--- src/logic/pldio_regs.svh ---
// Register offsets, reset values and per-port pin capability masks for the PLD I/O port block.
// Assumes the includer has already pulled in nothing else; definitions only.
`ifndef PLDIO_REGS_SVH
`define PLDIO_REGS_SVH

// Byte offset inside the I/O register space is {kind[3:0], 2'b00, port[1:0]}
`define PLDIO_KIND_DATA_IN 4'h0
`define PLDIO_KIND_DATA_OUT 4'h1
`define PLDIO_KIND_MODE_SEL 4'h2
`define PLDIO_KIND_DIRECTION 4'h3
`define PLDIO_KIND_DRIVE_SEL 4'h4
`define PLDIO_KIND_ENABLE_OUT 4'h5
`define PLDIO_PAD_ZERO 2'h0

`define PLDIO_RESET_VAL 8'h00
`define PLDIO_UNMAPPED_VAL 8'h00

// Port indices
`define PLDIO_PORT_A 2'h0
`define PLDIO_PORT_B 2'h1
`define PLDIO_PORT_C 2'h2
`define PLDIO_PORT_D 2'h3

// Physically present pins, ordered {D, C, B, A}
`define PLDIO_PIN_CAP {8'h06, 8'hff, 8'hff, 8'hff}
// Pins that own a mode-select bit
`define PLDIO_MODE_CAP {8'h00, 8'h00, 8'hff, 8'hff}
// Pins that may carry a PLD output (C: group two on 2,3,4,7; D: chip selects on 2,1)
`define PLDIO_PLD_CAP {8'h06, 8'h9c, 8'hff, 8'hff}
// Drive-select meaning per bit
`define PLDIO_OD_CAP {8'h00, 8'hff, 8'hf0, 8'hf0}
`define PLDIO_SLEW_CAP {8'h06, 8'h00, 8'h0f, 8'h0f}

`endif

--- src/logic/pldio_pkg.sv ---
// Types shared by the PLD I/O port block.
// Assumes pldio_regs.svh carries the numeric constants.
package pldio_pkg;

  typedef logic [7:0] pldio_byte_t;
  typedef logic [3:0][7:0] pldio_ports_t;

  // One-hot output source of a single pin
  typedef enum logic [3:0] {
    PLDIO_SRC_DATA = 4'b0001,
    PLDIO_SRC_ADDR = 4'b0010,
    PLDIO_SRC_PLD = 4'b0100,
    PLDIO_SRC_PERIPH = 4'b1000
  } pldio_src_t;

endpackage : pldio_pkg

--- src/logic/pldio_port_cfg.sv ---
// Mode, direction and drive configuration for four programmable I/O ports, with the
// MCU-visible configuration and data registers and the per-pin output multiplexer.
// Assumes a synchronous MCU bus already decoded to the I/O register space, pins sampled on clk,
// and PLD product terms / macrocell outputs supplied by the surrounding logic array.
//
// Summary of operation
// - PLD pin driven when product term or direction
// - Address out when mode and direction, or term
// - Pins 3-0 carry a3-a0, 7-4 carry a7-a4
// - Memory config bit 7 makes port A buffer
// - Buffer tri-stated while peripheral selects are low; here port A falls back to its PLD, address or data source
// - Mode bit: 0 MCU I/O, 1 address; A,B only
// - Register bit n controls only pin n
// - All configuration registers reset to 00h
// - Direction 1 output, 0 input; default input
// - Without product term, direction alone decides, except port A buffer, driven by MCU write
// - Port D direction has only bits 2,1
// - Drive bit 1 open drain, 0 push-pull (A,B bits 7-4, all of C)
// - Drive bit 1 fast slew, 0 slow (A,B bits 3-0, D bits 2,1)
// - Config registers read/write over MCU bus
// - Port C group two pins 2,3,4,7; D chip selects; A buffer
// - Data out drives pins when enabled, reads back
// - Read-only register shows effective driver enables
`include "pldio_regs.svh"
`timescale 1ns/1ps

module pldio_port_cfg (
  // Clock and reset
  input wire logic clk,
  input wire logic rst,
  // MCU access to the I/O register space
  input wire logic io_sel,
  input wire logic io_wr,
  input wire logic io_rd,
  input wire logic [7:0] io_addr,
  input wire logic [7:0] io_wdata,
  output logic [7:0] io_rdata_r,
  // MCU address bus for latched address out
  input wire logic ale,
  input wire logic [7:0] mcu_addr_lo,
  // MCU data bus for the peripheral buffer
  input wire logic [7:0] mcu_data_out,
  input wire logic mcu_bus_wr,
  input wire logic mcu_bus_rd,
  output logic [7:0] periph_rdata_r,
  output logic periph_rdata_valid_r,
  // Peripheral buffer controls
  input wire logic periph_buffer_enable,
  input wire logic periph_select_0,
  input wire logic periph_select_1,
  // PLD array: output-enable product terms, macrocell outputs and their pin assignment
  input wire logic [3:0][7:0] pld_oe_term,
  input wire logic [3:0][7:0] pld_cell_out,
  input wire logic [3:0][7:0] pld_cell_use,
  // Port pins, index [port][bit], ports A..D
  input wire logic [3:0][7:0] pin_in,
  output logic [3:0][7:0] pin_out_r,
  output logic [3:0][7:0] pin_oe_r,
  output logic [3:0][7:0] pin_fast_slew_r
);

  localparam pldio_pkg::pldio_ports_t PIN_CAP = `PLDIO_PIN_CAP;
  localparam pldio_pkg::pldio_ports_t MODE_CAP = `PLDIO_MODE_CAP;
  localparam pldio_pkg::pldio_ports_t PLD_CAP = `PLDIO_PLD_CAP;
  localparam pldio_pkg::pldio_ports_t OD_CAP = `PLDIO_OD_CAP;
  localparam pldio_pkg::pldio_ports_t SLEW_CAP = `PLDIO_SLEW_CAP;

  // Configuration and data state
  pldio_pkg::pldio_ports_t mode_r;
  pldio_pkg::pldio_ports_t dir_r;
  pldio_pkg::pldio_ports_t drive_r;
  pldio_pkg::pldio_ports_t dout_r;
  pldio_pkg::pldio_byte_t addr_latch_r;

  // Per-pin next values
  pldio_pkg::pldio_ports_t out_nxt;
  pldio_pkg::pldio_ports_t oe_nxt;
  pldio_pkg::pldio_ports_t enable_nxt;

  // Register decode
  wire logic [3:0] acc_kind = io_addr[7:4];
  wire logic [1:0] acc_port = io_addr[1:0];
  wire logic acc_pad_ok = (io_addr[3:2] == `PLDIO_PAD_ZERO);
  wire logic acc_wr = io_sel & io_wr & acc_pad_ok;
  wire logic acc_rd = io_sel & io_rd & acc_pad_ok;
  wire logic wr_dout = acc_wr & (acc_kind == `PLDIO_KIND_DATA_OUT);
  wire logic wr_mode = acc_wr & (acc_kind == `PLDIO_KIND_MODE_SEL);
  wire logic wr_dir = acc_wr & (acc_kind == `PLDIO_KIND_DIRECTION);
  wire logic wr_drive = acc_wr & (acc_kind == `PLDIO_KIND_DRIVE_SEL);

  // Peripheral buffer is live only while a select term is high
  wire logic periph_active = periph_buffer_enable & (periph_select_0 | periph_select_1);

  // Address latch follows the MCU strobe
  always_ff @(posedge clk) begin
    if (rst) begin
      addr_latch_r <= `PLDIO_RESET_VAL;
    end else if (ale) begin
      addr_latch_r <= mcu_addr_lo;
    end
  end

  genvar p;
  genvar b;
  generate
    for (p = 0; p < 4; p = p + 1) begin : g_port
      wire logic sel_port = (acc_port == 2'(p));

      // Unimplemented bits are never stored, so they cannot steer a pin
      always_ff @(posedge clk) begin
        if (rst) begin
          mode_r[p] <= `PLDIO_RESET_VAL;
          dir_r[p] <= `PLDIO_RESET_VAL;
          drive_r[p] <= `PLDIO_RESET_VAL;
          dout_r[p] <= `PLDIO_RESET_VAL;
        end else begin
          if (wr_mode & sel_port) begin
            mode_r[p] <= io_wdata & MODE_CAP[p];
          end
          if (wr_dir & sel_port) begin
            dir_r[p] <= io_wdata & PIN_CAP[p];
          end
          if (wr_drive & sel_port) begin
            drive_r[p] <= io_wdata & (OD_CAP[p] | SLEW_CAP[p]);
          end
          if (wr_dout & sel_port) begin
            dout_r[p] <= io_wdata & PIN_CAP[p];
          end
        end
      end

      for (b = 0; b < 8; b = b + 1) begin : g_pin
        // Each term below reads only bit b of port p, except periph_ok (no pin bit) and addr_bit (bit b of the address latch)
        wire logic term = pld_oe_term[p][b] & PIN_CAP[p][b];
        wire logic dir = dir_r[p][b];
        wire logic pld_ok = pld_cell_use[p][b] & PLD_CAP[p][b];
        wire logic addr_ok = mode_r[p][b] & MODE_CAP[p][b];
        wire logic periph_ok = (p == 0) & periph_active;
        wire logic addr_bit = addr_latch_r[b];
        wire logic od_sel = drive_r[p][b] & OD_CAP[p][b];
        pldio_pkg::pldio_src_t src;
        logic drv;
        logic val;

        always_comb begin
          if (periph_ok) begin
            src = pldio_pkg::PLDIO_SRC_PERIPH;
          end else if (pld_ok) begin
            src = pldio_pkg::PLDIO_SRC_PLD;
          end else if (addr_ok) begin
            src = pldio_pkg::PLDIO_SRC_ADDR;
          end else begin
            src = pldio_pkg::PLDIO_SRC_DATA;
          end
        end

        always_comb begin
          drv = 1'b0;
          val = 1'b0;
          unique case (src)
            pldio_pkg::PLDIO_SRC_PERIPH: begin
              // Only drive toward the peripheral during an MCU write cycle
              drv = mcu_bus_wr;
              val = mcu_data_out[b];
            end
            pldio_pkg::PLDIO_SRC_PLD: begin
              drv = term | dir;
              val = pld_cell_out[p][b];
            end
            pldio_pkg::PLDIO_SRC_ADDR: begin
              drv = (addr_ok & dir) | term;
              val = addr_bit;
            end
            pldio_pkg::PLDIO_SRC_DATA: begin
              drv = dir | term;
              val = dout_r[p][b];
            end
          endcase
        end

        // Open drain releases the pin instead of driving a one
        assign enable_nxt[p][b] = drv & PIN_CAP[p][b];
        assign oe_nxt[p][b] = enable_nxt[p][b] & ~(od_sel & val);
        assign out_nxt[p][b] = val & ~od_sel;
      end
    end
  endgenerate

  // Effective enable shown to software, before the open-drain release
  pldio_pkg::pldio_ports_t enable_r;

  // Read-back selection
  pldio_pkg::pldio_byte_t rd_din;
  pldio_pkg::pldio_byte_t rd_dout;
  pldio_pkg::pldio_byte_t rd_mode;
  pldio_pkg::pldio_byte_t rd_dir;
  pldio_pkg::pldio_byte_t rd_drive;
  pldio_pkg::pldio_byte_t rd_enable;
  pldio_pkg::pldio_byte_t rd_nxt;

  assign rd_din = pin_in[acc_port] & PIN_CAP[acc_port];
  assign rd_dout = dout_r[acc_port];
  assign rd_mode = mode_r[acc_port];
  assign rd_dir = dir_r[acc_port];
  assign rd_drive = drive_r[acc_port];
  assign rd_enable = enable_r[acc_port];

  always_comb begin
    unique case (acc_kind)
      `PLDIO_KIND_DATA_IN: rd_nxt = rd_din;
      `PLDIO_KIND_DATA_OUT: rd_nxt = rd_dout;
      `PLDIO_KIND_MODE_SEL: rd_nxt = rd_mode;
      `PLDIO_KIND_DIRECTION: rd_nxt = rd_dir;
      `PLDIO_KIND_DRIVE_SEL: rd_nxt = rd_drive;
      `PLDIO_KIND_ENABLE_OUT: rd_nxt = rd_enable;
      default: rd_nxt = `PLDIO_UNMAPPED_VAL;
    endcase
  end

  // Read data holds until the next read so a slow bus can sample it late
  always_ff @(posedge clk) begin
    if (rst) begin
      io_rdata_r <= `PLDIO_RESET_VAL;
    end else if (acc_rd) begin
      io_rdata_r <= rd_nxt;
    end
  end

  // Pin drivers and slew are registered so the pads see no decode glitches
  always_ff @(posedge clk) begin
    if (rst) begin
      pin_out_r <= '0;
      pin_oe_r <= '0;
      enable_r <= '0;
      pin_fast_slew_r <= '0;
    end else begin
      pin_out_r <= out_nxt;
      pin_oe_r <= oe_nxt;
      enable_r <= enable_nxt;
      pin_fast_slew_r <= drive_r & SLEW_CAP;
    end
  end

  // Port A toward the MCU during a read cycle of the peripheral buffer
  always_ff @(posedge clk) begin
    if (rst) begin
      periph_rdata_r <= `PLDIO_RESET_VAL;
      periph_rdata_valid_r <= 1'b0;
    end else begin
      periph_rdata_valid_r <= periph_active & mcu_bus_rd;
      if (periph_active & mcu_bus_rd) begin
        periph_rdata_r <= pin_in[0];
      end
    end
  end

  // Software must leave direction clear on pins the PLD reads; a set bit here
  // would fight the external source, and the block cannot detect it.

endmodule : pldio_port_cfg

--- config.mk ---
export PLATFORM = sky130hd
export DESIGN_NAME = pldio_port_cfg
export DESIGN_NICKNAME = d
export VERILOG_FILES = /design/src/logic/pldio_pkg.sv /design/src/logic/pldio_port_cfg.sv
export VERILOG_INCLUDE_DIRS = /design/src /design/src/logic
export SDC_FILE = /design/constraint.sdc
export NUM_CORES = 1
export LEC_CHECK = 0
export BUFFER_PORTS_ARGS = -buffer_cell sky130_fd_sc_hd__buf_2
export CORE_MARGIN = 1
export CORE_UTILIZATION = 51
export CTS_CLUSTER_SIZE = 20
export DETAILED_ROUTE_END_ITERATION = 8
export PLACE_DENSITY = 0.83
export SYNTH_ARGS = -nofsm -noshare
export SYNTH_HDL_FRONTEND = slang
export SYNTH_SLANG_ARGS = --single-unit
--- constraint.sdc ---
create_clock -name clk -period 2.2 [get_ports clk]
set_clock_uncertainty 0.1 [all_clocks]
set_input_delay 0.22 -clock clk [delete_from_list [all_inputs] [get_ports clk]]
set_output_delay 0.22 -clock clk [all_outputs]
set_load 0.02 [all_outputs]
==> flow_summary.toml <==
[die]
die-area_um2 = 17400
die_x_um = 131.9
initial_core_util_pct = 52.07
core_area_um2 = 16520
num_io_pins = 284
rows = 47
fp.dieH_um = 131.9

[synthesis]
synth-edff-count = 0
synth_flop_cell = "dfxtp_1"
netlist_top_cells_count = "nand2_1, dfxtp_1, a21oi_1, nor2_1, mux2i_1"
yosys-top-cells-area = "dfxtp_1, nand2_1, mux2i_1, a21oi_1, nor2_1"
synth_top_area_share_pct = 45.83
synth_top_family_by_area = "simple AND/OR/NAND/NOR gates"
synthSimpleGateAreaFrac_pct = 21.30
ys_async_sr_fraction_pct = 0
yosysWarnings = 0
yosys.area.top_type = "dfxtp_1"
netlist_area_um2 = 8605
yosysMostFrequentCell = "nand2_1"
synthAdderAreaFrac_pct = 0
ys_ff_latch = 197
synth-compound-area-share_pct = 13.81
ys_types = 49
synthCells = 1019
synth.mux.area_fraction_pct = 11.34
syn_area_per_cell_um2 = 8.444
yosysSeqAreaShare_pct = 45.83
synthXorXnorAreaFrac_pct = 0

[clocking]
clk_latency_ns = 0.45
cts_tree = "built"
path_clk_slew_ns = 0.08
cts_sinks = 197
cts.htree.levels = 4
clockRootBuffer = "clkbuf_16"
cts_inserted_buffers = 17
clockBufferDepth = 2
post_cts_buffers = 0

[placement]
dpl.cell_count = 1422
io_buffers = 217
placed_cell_area_um2 = 9826
place_ws_ns = 0.2057
place_congestion = 0.9106
hpwlAfterDp_mm = 18.87

[timing]
clock.fmax_mhz = 583.4
finalSetupTns_ns = 0
fin_crit_sh_pct = 77.92
drv_slew = 0
min_period_ns = 1.714
worstMarginPinSlew_ns = 0.6157
setup_ws_ns = 0.4859
rsz0062_at_grt = "no"
hold_viol = 3
holdWs_ns = -0.004262
setup_violations = 0
maxSlewHeadroom_pct = 58.39

[layout]
synthToLayoutAreaGrowth_pct = 29.05
fin_cells = 1524
drive_above_1_share_pct = 23.64
nets = 1461
final_area_um2 = 11100

[setup_path]
crit_fanout = 3
crit_type = "reg -> reg"
worstPathArrival_ns = 1.95
crit_path_end_kind = "flip-flop"
cp-start-kind = "flip-flop"
worstPathRequired_ns = 2.44

[run_status]
violations = "hold timing"
status = "finished, violations left"

[power]
internal-power_mw = 5.616
p_leak_nw = 4.609
pwr-share-seq_pct = 47.9
p_comb_share_pct = 11.6
powerDensity_nw_per_um2 = 690.3
p_sw_mw = 2.049
totalPowerFinal_mw = 7.665
vdd_drop_max_mv = 0.6026
pwr-share-clk_pct = 40.4
p_sw_share_pct = 26.74

[routing]
viasPerCell = 5.694
vias = 8677
drt_first_pass_iters = 6
antenna_left = 0
wl_per_cell_um = 18.36
post-route-drc-count = 0
drtIter0Drc = 847
wl_mm = 27.98

[global_route]
grt_max_degree = 58
gr-usage-all-layers_pct = 31.93
grt_pass1_wl_mm = 42.88
first_global_vias = 8131
grt_overflow = 0
antenna_found_initial = 0

[hold_path]
hold_path.class = "in -> reg"

[run]
drv_cap = 0
[final cells by class]
type / instances / area (um^2)
antenna: 1 / 2.502
clock buffer: 17 / 425.4
clock inverter: 15 / 160.2
fill: 1335 / 5420
inverter: 8 / 30.03
multi-input combinational: 742 / 4128
sequential: 197 / 3944
tap: 220 / 275.3
timing repair buffer: 324 / 2140
[per-stage QoR]
stage                     utilization [%]  hold slack, ns
after floorplan                         -          0.2358
after global placement              59.46          0.3234
after detailed placement            59.46          0.3294
after CTS                           67.18       0.0002089
after global routing                67.18         0.02859
final                               67.20       -0.004262
[power groups by stage]
stage / combinational [mW] / sequential, mW / clock, mW
after floorplan: 0.453 / 3.81 / 0
after CTS: 0.867 / 3.67 / 3.10
final: 0.892 / 3.67 / 3.10
after global routing: 0.943 / 3.68 / 3.24
after detailed placement: 0.770 / 3.76 / 0
after global placement: 0.757 / 3.76 / 0
[sequential cells by signal, indices dropped and copies added, names as in the netlist]
signal,cells
dir_r,26
dout_r,26
drive_r,26
pin_out_r,26
pin_oe_r,24
enable_r,18
g_port.g_pin.addr_ok,16
pin_fast_slew_r,10
addr_latch_r,8
io_rdata_r,8
periph_rdata_r,8
periph_rdata_valid_r,1
[cell families (layout without fill, tap and decap cells)]
family / Yosys count / count (layout)
buffers and inverters: 113 / 364
muxes: 85 / 85
DFF: 197 / 197
other: 1 / 35
and+or+nand+nor: 416 / 416
AOI/OAI and AO/OA: 207 / 207
[critical path, stage by stage (launching register included)]
cell	delay [ns]
dfxtp_1	0.39
mux2i_1	0.29
nor2_1	0.06
a21oi_1	0.15
dlygate4sd3_1	0.57
nor3_1	0.05
[per-layer routing]
metal	share of wire [%]	track usage (%)	up-vias
met3	9.4	6.421	113
li1	-	-	3957
met4	5.2	18.93	0
met1	39	39.33	4034
met2	47	51.85	573
met5	0	0	-
[cells in the final DEF (no fill, tap or decap), drive strengths merged, types with 4 or more instances in the layout]
master	count
a211oi	8
a21boi	5
a21oi	137
buf	255
clkbuf	17
clkinv	4
conb	34
dfxtp	197
dlygate4sd3	69
inv	15
mux2i	75
mux4	10
nand2	209
nand3	45
nor2	106
nor2b	14
nor3	21
nor3b	4
o21a	10
o21ai	12
o22ai	11
o2bb2ai	5
o31a	5
[repair_timing]
item,CTS,global route
gates resized for setup,0,0
hold buffers,69,0
hold endpoints to repair,66,0
[worst paths after layout]
path	endpoint	slack, ns	depth (start not counted)	startpoint
worst min register to register	io_rdata_r[1]	0.34	2	io_rdata_r[1]
worst max-delay path	pin_out_r[13]	0.49	5	g_port[1].g_pin[5].addr_ok
worst max register to register	pin_out_r[13]	0.49	5	g_port[1].g_pin[5].addr_ok
worst min-delay path	pin_out_r[19]	-0.004	3	pld_cell_out[19]
Power figures use the tool's default switching activity.
